[src/inc/hlt_pkg.sv]
package hlt_pkg;

  // ********************************
  // Register map (byte addresses)
  // ********************************
  localparam logic [11:0] OFF_TIMER_CONTROL = 12'h000;
  localparam logic [11:0] OFF_MODE          = 12'h004;
  localparam logic [11:0] OFF_PERIOD        = 12'h008;
  localparam logic [11:0] OFF_DUTY_PAIR     = 12'h00C;
  localparam logic [11:0] OFF_CAPTURE_PWM   = 12'h010;
  localparam logic [11:0] OFF_STATUS        = 12'h014;

  // ********************************
  // Field positions
  // ********************************
  localparam int CTRL_ON_BIT    = 7;
  localparam int CTRL_PRE_LSB   = 4;
  localparam int CTRL_POST_LSB  = 0;
  localparam int CPC_EN_BIT     = 7;
  localparam int CPC_FMT_BIT    = 4;
  localparam int STAT_PWM_BIT   = 9;
  localparam int STAT_RUN_BIT   = 8;
  localparam int DUTY_LEFT_LSB  = 6;

  // ********************************
  // Reset values
  // ********************************
  localparam logic [7:0]  RST_TIMER_CONTROL = 8'h00;
  localparam logic [4:0]  RST_MODE          = 5'h00;
  localparam logic [7:0]  RST_PERIOD        = 8'hFF;
  localparam logic [15:0] RST_DUTY_PAIR     = 16'h0000;
  localparam logic [7:0]  RST_CAPTURE_PWM   = 8'h00;

  // ********************************
  // Mode families and timing
  // ********************************
  localparam logic [1:0] FAM_FREE    = 2'h0;
  localparam logic [1:0] FAM_ONESHOT = 2'h1;
  localparam logic [1:0] FAM_MONO    = 2'h2;
  // Timer clock is the system clock divided by four
  localparam int          FOSC_PER_TICK = 4;
  localparam logic [1:0]  PHASE_LAST    = 2'(FOSC_PER_TICK - 1);

  typedef enum logic [0:0] {ST_WAIT, ST_RUN} run_state_t;

endpackage

[src/rtl/hw_limit_timer_with_pwm.sv]
// Chosen here: the address map and register access over APB.
`timescale 1ns/1ps

// How it works
// Free code 000 counts while enable is set, stops when cleared.
// Free codes 001/010 count only while enabled and reset signal high/low.
// Free codes 011-111 reset on any/rise/fall edge, low/high level.
// One-shot code 000 starts as soon as software sets enable.
// One-shot 001/010/011 start on rising, falling or any edge.
// One-shot 100-111 combine edge start with edge or level reset.
// One-shot: clock after count equals period clears enable, count to zero.
// Mono-stable: count stops at zero, enable stays, next edge restarts.
// Level one-shot 110/111 start on high/low, reset on opposite level.
// Edge seen while disabled is ignored; a fresh edge is needed.
// Enable clear holds all counters and state machines in reset.
// Prescaler divides timer clock by 1 to 128 in powers of two.
// Postscaler divides period matches by field value plus one.
// After period match: clear count, set PWM pin, latch duty buffer.
// Zero duty never sets the PWM pin at period start.
// Postscaler never changes PWM period; period is (P+1)*4*prescale.
// Duty pair writable any time; buffer only loads on a match.
// Format bit selects left or right alignment of the duty value.
// Time base is count plus two bits of clock phase or prescaler.
// Time base equal to buffered duty drives PWM low.
// Duty beyond period leaves the PWM pin unchanged.
// Software must pick system clock over four for PWM use.
// Reserved mode codes keep the timer stopped at zero.
// External reset signal is synchronised; edges from successive samples.
module hw_limit_timer_with_pwm #(
  parameter int COUNT_W = 8
) (
  // Clock and reset
  input  wire logic                 sys_clk,
  input  wire logic                 srst,
  // APB slave
  input  wire logic                 psel,
  input  wire logic                 penable,
  input  wire logic                 pwrite,
  input  wire logic [11:0]          paddr,
  input  wire logic [31:0]          pwdata,
  input  wire logic [3:0]           pstrb,
  output logic      [31:0]          prdata,
  output logic                      pready,
  output logic                      pslverr,
  // Timer and PWM pins
  input  wire logic                 external_reset_signal,
  output logic                      pwm_output_pin,
  output logic                      postscale_tick
);

  // Time base and registers are built for an 8-bit count only
  if (COUNT_W != 8)
  begin : g_bad_count_w
    $error("COUNT_W must be 8");
  end

  // ********************************
  // Helpers
  // ********************************
  function automatic logic [6:0] pre_mask(input logic [2:0] sel);
    logic [7:0] m;
    m = (8'h01 << sel) - 8'h01;
    return m[6:0];
  endfunction

  function automatic logic [1:0] frac_bits(input logic [8:0] pos,
                                           input logic [2:0] sel);
    logic [8:0] s;
    s = pos >> sel;
    return s[1:0];
  endfunction

  // ********************************
  // Registers
  // ********************************
  logic                on_q;
  logic [2:0]          pre_sel_q;
  logic [3:0]          post_sel_q;
  logic [4:0]          mode_q;
  logic [7:0]          period_q;
  logic [15:0]         duty_pair_q;
  logic                pwm_en_q;
  logic                fmt_q;
  logic [1:0]          phase_q;
  logic [6:0]          pre_q;
  logic [7:0]          count_q;
  logic [3:0]          post_q;
  logic [9:0]          duty_buf_q;
  logic                pwm_q;
  logic                post_tick_q;
  logic                ers_s1_q;
  logic                ers_s2_q;
  logic                ers_prev_q;
  hlt_pkg::run_state_t state_q;
  logic [31:0]         prdata_q;
  logic                pready_q;
  logic                pslverr_q;

  // ********************************
  // APB decode
  // ********************************
  wire access   = psel & penable;
  wire done     = access & pready_q;
  wire wr_en    = done & pwrite;
  wire sel_ctrl = paddr == hlt_pkg::OFF_TIMER_CONTROL;
  wire sel_mode = paddr == hlt_pkg::OFF_MODE;
  wire sel_per  = paddr == hlt_pkg::OFF_PERIOD;
  wire sel_duty = paddr == hlt_pkg::OFF_DUTY_PAIR;
  wire sel_cpc  = paddr == hlt_pkg::OFF_CAPTURE_PWM;
  wire sel_stat = paddr == hlt_pkg::OFF_STATUS;
  wire mapped   = sel_ctrl | sel_mode | sel_per | sel_duty | sel_cpc
                | sel_stat;
  wire wr_ctrl  = wr_en & sel_ctrl & pstrb[0];

  logic [31:0] rdata;
  always_comb
  begin
    rdata = 32'h0000_0000;
    if (sel_ctrl)
      rdata[7:0] = {on_q, pre_sel_q, post_sel_q};
    else if (sel_mode)
      rdata[4:0] = mode_q;
    else if (sel_per)
      rdata[7:0] = period_q;
    else if (sel_duty)
      rdata[15:0] = duty_pair_q;
    else if (sel_cpc)
    begin
      rdata[hlt_pkg::CPC_EN_BIT]  = pwm_en_q;
      rdata[hlt_pkg::CPC_FMT_BIT] = fmt_q;
    end
    else if (sel_stat)
      rdata[9:0] = {pwm_q, state_q == hlt_pkg::ST_RUN, count_q};
  end

  // One wait state, so every answer leaves a flip-flop
  always_ff @(posedge sys_clk)
  begin
    if (srst)
    begin
      pready_q  <= 1'b0;
      pslverr_q <= 1'b0;
      prdata_q  <= 32'h0000_0000;
    end
    else
    begin
      pready_q  <= access & ~pready_q;
      pslverr_q <= access & ~pready_q & ~mapped;
      prdata_q  <= (access & ~pready_q & ~pwrite) ? rdata : 32'h0000_0000;
    end
  end

  // ********************************
  // External reset signal
  // ********************************
  always_ff @(posedge sys_clk)
  begin
    if (srst)
    begin
      ers_s1_q   <= 1'b0;
      ers_s2_q   <= 1'b0;
      ers_prev_q <= 1'b0;
    end
    else
    begin
      ers_s1_q   <= external_reset_signal;
      ers_s2_q   <= ers_s1_q;
      ers_prev_q <= ers_s2_q;
    end
  end

  wire lvl  = ers_s2_q;
  wire rise = ers_s2_q & ~ers_prev_q;
  wire fall = ~ers_s2_q & ers_prev_q;

  // ********************************
  // Mode decode
  // ********************************
  wire [1:0] fam  = mode_q[4:3];
  wire [2:0] code = mode_q[2:0];
  wire is_free  = fam == hlt_pkg::FAM_FREE;
  wire lvl_one  = (fam == hlt_pkg::FAM_MONO) & (code[2:1] == 2'h3);
  wire is_one   = (fam == hlt_pkg::FAM_ONESHOT) | lvl_one;
  wire is_mono  = (fam == hlt_pkg::FAM_MONO) & (code != 3'h0)
                & ~code[2];
  wire reserved = ~(is_free | is_one | is_mono);

  logic start_ok;
  logic hw_rst;
  logic gate;
  always_comb
  begin
    start_ok = 1'b0;
    hw_rst   = 1'b0;
    gate     = 1'b1;
    if (is_free)
    begin
      start_ok = 1'b1;
      case (code)
        3'h1: gate = lvl;
        3'h2: gate = ~lvl;
        3'h3: hw_rst = rise | fall;
        3'h4: hw_rst = rise;
        3'h5: hw_rst = fall;
        3'h6: begin hw_rst = ~lvl; gate = lvl; end
        3'h7: begin hw_rst = lvl; gate = ~lvl; end
        default: gate = 1'b1;
      endcase
    end
    else if (lvl_one)
    begin
      start_ok = code[0] ? ~lvl : lvl;
      hw_rst   = code[0] ? lvl : ~lvl;
    end
    else if (is_one | is_mono)
    begin
      case (code)
        3'h0: start_ok = 1'b1;
        3'h1: start_ok = rise;
        3'h2: start_ok = fall;
        3'h3: start_ok = rise | fall;
        3'h4: begin start_ok = rise; hw_rst = rise; end
        3'h5: begin start_ok = fall; hw_rst = fall; end
        3'h6: begin start_ok = rise; hw_rst = ~lvl; end
        default: begin start_ok = fall; hw_rst = lvl; end
      endcase
    end
  end

  // ********************************
  // Prescaler and timer
  // ********************************
  wire running = (state_q == hlt_pkg::ST_RUN) & on_q & ~reserved;
  wire tick    = (phase_q == hlt_pkg::PHASE_LAST)
               & (pre_q == pre_mask(pre_sel_q));
  wire inc     = tick & running & gate;
  wire match   = inc & (count_q == period_q);
  wire [9:0] duty_new = fmt_q
                      ? duty_pair_q[15:hlt_pkg::DUTY_LEFT_LSB]
                      : duty_pair_q[9:0];
  wire [1:0] frac = frac_bits({pre_q, phase_q}, pre_sel_q);
  wire [9:0] tbase = {count_q, frac};
  wire [1:0] phase_d  = phase_q + 2'h1;
  wire [6:0] pre_d    = (phase_q != hlt_pkg::PHASE_LAST) ? pre_q
                      : tick ? 7'h00 : pre_q + 7'h01;

  always_ff @(posedge sys_clk)
  begin
    if (srst || !on_q)
    begin
      phase_q <= 2'h0;
      pre_q   <= 7'h00;
    end
    else
    begin
      phase_q <= phase_d;
      pre_q   <= pre_d;
    end
  end

  logic [7:0] count_d;
  always_comb
  begin
    count_d = count_q;
    if (!on_q || reserved)
      count_d = 8'h00;
    else if (hw_rst && (state_q == hlt_pkg::ST_RUN || is_free))
      count_d = 8'h00;
    else if (match)
      count_d = 8'h00;
    else if (inc)
      count_d = count_q + 8'h01;
  end

  // Base one clock ahead: the pin is a flop, so it must fall as the base
  // reaches the duty value, not a clock later
  wire [9:0] tbase_nx = {count_d, frac_bits({pre_d, phase_d}, pre_sel_q)};

  always_ff @(posedge sys_clk)
  begin
    if (srst)
    begin
      count_q <= 8'h00;
      state_q <= hlt_pkg::ST_WAIT;
    end
    else
    begin
      count_q <= count_d;
      if (!on_q || reserved)
        state_q <= hlt_pkg::ST_WAIT;
      else if (state_q == hlt_pkg::ST_WAIT && start_ok)
        state_q <= hlt_pkg::ST_RUN;
      else if (match && !is_free)
        state_q <= hlt_pkg::ST_WAIT;
    end
  end

  // ********************************
  // Control registers
  // ********************************
  always_ff @(posedge sys_clk)
  begin
    if (srst)
    begin
      {on_q, pre_sel_q, post_sel_q} <= hlt_pkg::RST_TIMER_CONTROL;
      mode_q      <= hlt_pkg::RST_MODE;
      period_q    <= hlt_pkg::RST_PERIOD;
      duty_pair_q <= hlt_pkg::RST_DUTY_PAIR;
      pwm_en_q    <= hlt_pkg::RST_CAPTURE_PWM[hlt_pkg::CPC_EN_BIT];
      fmt_q       <= hlt_pkg::RST_CAPTURE_PWM[hlt_pkg::CPC_FMT_BIT];
    end
    else
    begin
      // Software write outranks the hardware clear of the enable
      if (wr_ctrl)
        {on_q, pre_sel_q, post_sel_q} <= pwdata[7:0];
      else if (match && is_one)
        on_q <= 1'b0;
      if (wr_en && sel_mode && pstrb[0])
        mode_q <= pwdata[4:0];
      if (wr_en && sel_per && pstrb[0])
        period_q <= pwdata[7:0];
      if (wr_en && sel_duty && pstrb[0])
        duty_pair_q[7:0] <= pwdata[7:0];
      if (wr_en && sel_duty && pstrb[1])
        duty_pair_q[15:8] <= pwdata[15:8];
      if (wr_en && sel_cpc && pstrb[0])
      begin
        pwm_en_q <= pwdata[hlt_pkg::CPC_EN_BIT];
        fmt_q    <= pwdata[hlt_pkg::CPC_FMT_BIT];
      end
    end
  end

  // ********************************
  // Postscaler and PWM
  // ********************************
  // Postscaler sits off the PWM path, so it never bends the period
  always_ff @(posedge sys_clk)
  begin
    if (srst || !on_q)
    begin
      post_q      <= 4'h0;
      post_tick_q <= 1'b0;
    end
    else
    begin
      post_tick_q <= match && (post_q == post_sel_q);
      if (match)
        post_q <= (post_q == post_sel_q) ? 4'h0 : post_q + 4'h1;
    end
  end

  always_ff @(posedge sys_clk)
  begin
    if (srst)
    begin
      duty_buf_q <= 10'h000;
      pwm_q      <= 1'b0;
    end
    else
    begin
      if (match)
        duty_buf_q <= duty_new;
      if (!pwm_en_q)
        pwm_q <= 1'b0;
      else if (match)
        pwm_q <= duty_new != 10'h000;  // see R14 see R15
      else if (on_q && tbase_nx == duty_buf_q)
        pwm_q <= 1'b0;  // see R20
    end
  end

  assign prdata         = prdata_q;
  assign pready         = pready_q;
  assign pslverr        = pslverr_q;
  assign pwm_output_pin = pwm_q;
  assign postscale_tick = post_tick_q;
endmodule  // hw_limit_timer_with_pwm

[config.mk]
export PLATFORM = sky130hd
export DESIGN_NAME = hw_limit_timer_with_pwm
export DESIGN_NICKNAME = d
export VERILOG_FILES = /design/src/inc/hlt_pkg.sv /design/src/rtl/hw_limit_timer_with_pwm.sv
export SDC_FILE = /design/constraint.sdc
export NUM_CORES = 1
export LEC_CHECK = 0
export BUFFER_PORTS_ARGS = -buffer_cell sky130_fd_sc_hd__buf_2
export CAP_MARGIN = 20
export CORE_UTILIZATION = 51
export DETAILED_ROUTE_END_ITERATION = 16
export HOLD_SLACK_MARGIN = 0.08
export PLACE_DENSITY = 0.76
export SETUP_SLACK_MARGIN = 0.02
export SYNTH_ARGS = -nofsm -noshare
export SYNTH_HDL_FRONTEND = slang
export SYNTH_SLANG_ARGS = --single-unit
[constraint.sdc]
create_clock -name sys_clk -period 3.2 [get_ports sys_clk]
set_clock_uncertainty 0.2 [all_clocks]
set_input_delay 0.48 -clock sys_clk [delete_from_list [all_inputs] [get_ports sys_clk]]
set_output_delay 0.48 -clock sys_clk [all_outputs]
set_load 0.05 [all_outputs]
=== After elaboration in Yosys (flattened, before gate mapping) ===
Index checks and enable logic that the tools add are counted.
Widths: inputs -> output; s select.

* $add $sub $neg: 5
* Multiply operators: 0
* Divide/modulo/power cells: 0
* Order comparisons: 0
* Equality and inequality tests: 21
* Shifts and indexed selects: 2
* Muxes and demuxes: 43
* Bitwise logic cells: 40
* Reductions and logical operators: 37

{| class="wikitable"
|+ Operators by type and width
! kind !! number
|-
| $mux 10 || 6
|-
| $mux 8 || 7
|-
| $eq 12x4->1 const B || 2
|-
| $eq 12x5->1 const B || 2
|-
| $and 1x1->1 || 19
|-
| $mux 1 || 17
|-
| $logic_and 1x1->1 || 15
|-
| $mux 7 || 2
|-
| $eq 12x3->1 const B || 1
|-
| $eq 3x3->1 const B || 4
|-
| $logic_not 12->1 || 1
|-
| $mux 11 || 1
|-
| $not 1->1 || 11
|-
| $eq 10x10->1 || 1
|-
| $or 1x1->1 || 10
|-
| $reduce_bool 10->1 || 1
|-
| $reduce_or 2->1 || 5
|-
| $shr 9x3->2 || 1
|-
| $add 8x1->8 const B || 1
|-
| $eq 8x8->1 || 1
|-
| $mux 4 || 2
|-
| $add 7x1->7 const B || 1
|-
| $eq 7x7->1 || 1
|-
| $shl 1x3->7 const A || 1
|-
| 26 further kinds || 35
|}

* Bits in registers: 110
* Bits in latches: 0
* Memory bits (writable): 0
* ROM bits: 0
* Bits of input ports: 54
* Output and inout port bits: 36
* Word-level logic and storage cells: 174
* Memories kept: 0

=== Depth between registers and ports, before layout ===
* Depth after elaboration: 16
* Mapped depth: 15
* Gate-level depth less buffers: 12

=== Worst setup path before layout ===
Ideal clock, no wire load.

* Kind: register to register
* From: reg pre_sel_q[0]
* To: reg pwm_q (netlist: pwm_output_pin)
* Library setup time: 0.129 ns
* Arrival: 2.859 ns
* Data required time: 2.871 ns
* Path slack: 0.012 ns
* Cell stages (with the launch flop): 15
* Path buffers: 4
* Clock period less this slack: 3.188 ns
* Path through: dfxtp_1 -> buf_2 -> buf_1 -> nand3_1 -> ha_1 -> buf_2 -> nor4b_1 -> a311oi_2 -> o21a_1 -> buf_6 -> nor4_1 -> a2111oi_0 -> o211ai_1 -> nor4_2 -> a31oi_1

* Cells in the longest elaborated chain, start to end: 13
* Elaborated cells on any way between the ends: 18
* Classes of those cells: 1 x add/sub; 2 x eq/ne; 2 x shift; 7 x mux; 4 x bitwise; 2 x reduce/logical

{| class="wikitable"
|+ Ends and longest elaborated chain
! element !! line !! text
|-
| start: declaration || hw_limit_timer_with_pwm.sv:77 || <nowiki>logic [2:0] pre_sel_q;</nowiki>
|-
| start signal: assignment || hw_limit_timer_with_pwm.sv:305 || <nowiki>{on_q, pre_sel_q, post_sel_q} <= hlt_pkg::RST_TIMER_CONTROL;</nowiki>
|-
| start signal: assignment || hw_limit_timer_with_pwm.sv:316 || <nowiki>{on_q, pre_sel_q, post_sel_q} <= pwdata[7:0];</nowiki>
|-
| $shl 1x3->7 || hw_limit_timer_with_pwm.sv:62 || <nowiki>m = (8'h01 << sel) - 8'h01;</nowiki>
|-
| $sub 7x1->7 || hw_limit_timer_with_pwm.sv:62 ||
|-
| $eq 7x7->1 || hw_limit_timer_with_pwm.sv:235 || <nowiki>& (pre_q == pre_mask(pre_sel_q));</nowiki>
|-
| $and 1x1->1 || hw_limit_timer_with_pwm.sv:235 ||
|-
| $and 1x1->1 (2 in a row) || hw_limit_timer_with_pwm.sv:236 || <nowiki>wire inc = tick & running & gate;</nowiki>
|-
| $mux 8 / $and 1x1->1 (equally long branches) || hw_limit_timer_with_pwm.sv:271, hw_limit_timer_with_pwm.sv:237 ||
|-
| $mux 8 || hw_limit_timer_with_pwm.sv:269 || <nowiki>else if (match)</nowiki>
|-
| $mux 8 || hw_limit_timer_with_pwm.sv:267 || <nowiki>else if (hw_rst && (state_q == hlt_pkg::ST_RUN || is_free))</nowiki>
|-
| $mux 8 || hw_limit_timer_with_pwm.sv:265 || <nowiki>if (!on_q || reserved)</nowiki>
|-
| $eq 10x10->1 || hw_limit_timer_with_pwm.sv:369 || <nowiki>else if (on_q && tbase_nx == duty_buf_q)</nowiki>
|-
| $logic_and 1x1->1 || hw_limit_timer_with_pwm.sv:369 ||
|-
| $reduce_bool 2->1 (no line) || -- ||
|-
| end signal: assignment || hw_limit_timer_with_pwm.sv:366 || <nowiki>pwm_q <= 1'b0;</nowiki>
|-
| end signal: assignment || hw_limit_timer_with_pwm.sv:368 || <nowiki>pwm_q <= duty_new != 10'h000;</nowiki>
|-
| end signal: assignment || hw_limit_timer_with_pwm.sv:370 || <nowiki>pwm_q <= 1'b0;</nowiki>
|-
| end: declaration || hw_limit_timer_with_pwm.sv:89 || <nowiki>logic pwm_q;</nowiki>
|}

Several ways; a longest one is shown, not always the timed one.
A chain may end at the register's enable or synchronous reset.

=== Worst setup path after layout ===
* From: reg pre_sel_q[1]
* To: reg pwm_q (netlist: pwm_output_pin)

The elaborated chain is that of the path after synthesis.

==> flow_metrics.py <==
metrics = {
    "timing": {
        "finalMaxSlewViolations": 0,
        "tightest_slew_ps": 725.9,
        "max_slew_margin_pct": 51.16,
        "hold_viol_final": 0,
        "timing.fmax_mhz": 328.5,
        "finalCriticalPeriod_ps": 3045,
        "finalCritPeriodShare_pct": 95.14,
        "setup_viol": 0,
        "timing.hold.ws_ps": 125.4,
    },
    "clock_tree": {
        "insertion_delay_ps": 370,
        "h-tree-depth": 3,
        "clockBufferDepth": 2,
        "numCtsBuffers": 9,
        "root_buffer": "clkbuf_8",
        "cts_hold_repair.buffers": 0,
        "cts_tree": "yes",
        "cts_num_sinks": 94,
        "clkSlewWorstSetupHoldPaths_ps": 100,
    },
    "global_route": {
        "grt.total_usage_pct": 26.38,
        "largest_net_degree_at_the_start_of_global_routing": 26,
        "first_global_vias": 4629,
        "wire_length_of_the_first_global_routing_pass_um": 22730,
        "grt_overflow_total": 0,
        "number_of_antenna_violations_at_the_first_check_in_global_routing": 0,
    },
    "power_and_ir_drop": {
        "p_int_mw": 1.648,
        "comb_power_share_pct": 5.1,
        "powerDensity_nw_per_um2": 353.3,
        "switching_power_mw": 0.4908,
        "power.share.sequential_pct": 54.8,
        "netSwitchingFraction_pct": 22.95,
        "total_power_mw": 2.139,
        "clockPowerShare_pct": 40.1,
        "vdd_ir_drop_max_mv": 0.3230,
        "power.static_leakage_nw": 2.342,
    },
    "worst_setup_path": {
        "worstPathRequired_ps": 3260,
        "critical_path.cell_chain": "inv_2 > nand3_1 > ha_1 > xnor2_2 > mux2i_1 > a21oi_1 > nand4_1 > buf_4 > or4_1 > a32oi_1 > o221ai_1 > nor4_2 > a31oi_1",
        "slowest_delay_ps": 490,
        "cpLargestDelayFamily": "simple AND/OR/NAND/NOR gates",
        "worst_ep_arrival_time_ps": 3110,
        "critical-path-slowest-cell": "or4_1",
        "critical_path.endpoint_type": "flop",
        "critical_path_class": "reg -> reg",
        "critPathBufInv": 2,
        "cp_max_fo": 5,
        "crit_path_start_kind": "flop",
    },
    "yosys": {
        "synth-simple-area-share_pct": 22.83,
        "synth_compound_gate_area_share_pct": 15.80,
        "ys_dominant_reg_cell": "dfxtp_1",
        "synth-adder-area-share_pct": 1.658,
        "netlist_area_um2": 5283,
        "synth_xor_area_share_pct": 5.969,
        "async_reset_ff_share_pct": 0,
        "synth_cell_types": 68,
        "synth_sequential_area_ratio_pct": 35.62,
        "synth_top_family_by_area": "simple AND/OR/NAND/NOR gates",
        "ys.warnings.count": 0,
        "number_of_standard_cells_after_synthesis": 631,
        "postSynthRegisterBits": 94,
        "muxShareOfSynthArea_pct": 11.27,
        "avgSynthCellArea_um2": 8.372,
        "synth-edff-count": 0,
    },
    "final_layout": {
        "multiInputGateArea_um2": 3141,
        "final_core_util_pct": 61.10,
        "sequential_cell_area_um2": 1883,
        "antenna_diode_count": 0,
        "synthToLayoutAreaGrowth_pct": 14.61,
        "fin_nets": 759,
        "final_design_area_no_fill_um2": 6055,
        "fraction_of_final_layout_cells_sized_beyond_drive_strength_1_pct": 19.40,
        "mostFrequentLayoutCell": "nor2_1",
        "fillerInstances": 848,
        "most-common-layout-cells": "nor2_1, dfxtp_1, mux2i_1, buf_2, nand2_1",
    },
    "floorplan": {
        "die_area_um2": 10770,
        "chipWidth_um": 103.8,
        "design.core.area_um2": 9910,
        "rows": 36,
        "chipHeight_um": 103.8,
        "start_util_pct": 53.31,
        "pin_count": 90,
    },
    "status": {
        "outcome": "complete, no violations",
    },
    "drt": {
        "drc_errors": 0,
        "avgViaCountPerCell": 5.874,
        "route.detailed.wl_per_inst_um": 16.50,
        "dr_total_vias": 4899,
        "drt_iter0_drc": 290,
        "detail_route.first_pass.iterations": 5,
        "sum_of_routed_wire_length_over_all_layers_um": 13760,
        "detail-route-antenna-nets": 0,
    },
    "place": {
        "io_buffers": 55,
        "place.detailed.hpwl_um": 10320,
        "detailed_place.area_um2": 5786,
        "weighted_congestion_reported_at_the_end_of_routability_driven_placement": 0.9287,
    },
    "hold_path": {
        "min_path_type": "in -> reg",
    },
    "flow_run": {
        "maxCapViolations": 0,
    },
}
[stage by stage]
| step | cells | setup TNS, ps | setup slack (ps) |
|---|---|---|---|
| final | 834 | 0 | 155.5 |
| after global routing | 834 | -34.41 | -34.41 |
| after CTS | 832 | 0 | 67.35 |
| after detailed placement | 818 | 0 | 63.29 |
| after global placement | 818 | 0 | 164.3 |
| after floorplan | 646 | 0 | 148.3 |
[power groups by stage]
stage	registers, mW	clock network (mW)	logic (mW)
floorplan	1.20	0	0.0839
global placement	1.20	0	0.106
detailed placement	1.20	0	0.108
CTS	1.17	0.869	0.108
global route	1.17	0.911	0.115
finish	1.17	0.857	0.109
[layer usage]
metal	global-route usage [%]	vias to the layer above	part of all wire [%]
met5	0	-	0
met4	13.06	0	2.8
met3	3.965	32	7.0
met2	43.34	211	47
met1	33.79	2313	43
li1	-	2343	-
[registers in the layout, summed over array words and instances (netlist names), 2 cells and up]
name / flops
post_q: 4
pre_q: 7
pre_sel_q: 3
mode_q: 5
prdata: 16
count_q: 8
duty_pair_q: 16
phase_q: 2
post_sel_q: 4
period_q: 8
duty_buf_q: 10
[timing repair]
item,4_1_cts,5_1_grt
setup buffers,0,2
setup endpoints to repair,0,2
resized for setup,0,11
[cell families after synthesis]
group | Yosys count
and+or+nand+nor | 244
AOI/OAI and AO/OA | 118
DFF | 94
buffers and inverters | 73
muxes | 58
xor gates and xnor gates | 36
adders and majority gates | 7
other | 1
[synth_stat cells, drive strengths merged, types with 3 or more instances]
cell | instances | area (µm²)
nand2b | 10 | 62.56
and3 | 14 | 87.58
nor3 | 10 | 70.07
ha | 7 | 87.58
a21oi | 24 | 120.1
a311oi | 3 | 32.53
a222oi | 5 | 50.05
a22oi | 9 | 67.56
and4 | 3 | 26.28
o22ai | 7 | 43.79
o31ai | 6 | 45.04
inv | 18 | 67.57
nand3 | 15 | 75.07
dfxtp | 94 | 1882
a21boi | 4 | 30.03
nor2 | 98 | 367.9
nand2 | 45 | 168.9
o21ai | 16 | 83.83
o21a | 3 | 22.52
or4 | 4 | 30.03
clkbuf | 22 | 82.58
xnor2 | 22 | 192.7
nor4 | 11 | 81.32
or3 | 4 | 25.02
o211ai | 5 | 37.54
a31oi | 5 | 31.28
nor2b | 10 | 62.56
a22o | 3 | 26.28
nand3b | 3 | 22.52
xor2 | 14 | 122.6
nand4 | 5 | 31.28
mux2i | 55 | 550.5
and2 | 3 | 18.77
a211oi | 11 | 87.58
buf | 33 | 207.7
[path summary, 6_finish.rpt]
| path | endpoint | cells past startpoint | slack (ps) | startpoint |
|---|---|---|---|---|
| max | pwm_output_pin | 13 | 160 | pre_sel_q[1] |
| min | ers_s1_q | 2 | 130 | external_reset_signal |
| max reg2reg | pwm_output_pin | 13 | 160 | pre_sel_q[1] |
| min reg2reg | phase_q[0] | 1 | 260 | phase_q[0] |
[cell type report]
type / instances / share of cell area [%]
timing repair buffer: 96 / 9.692
sequential: 94 / 31.10
inverter: 18 / 1.116
multi-input combinational: 479 / 51.87
tap: 133 / 2.749
clock inverter: 4 / 1.199
clock buffer: 10 / 2.273
No activity file was read; power rests on OpenSTA's default activity.
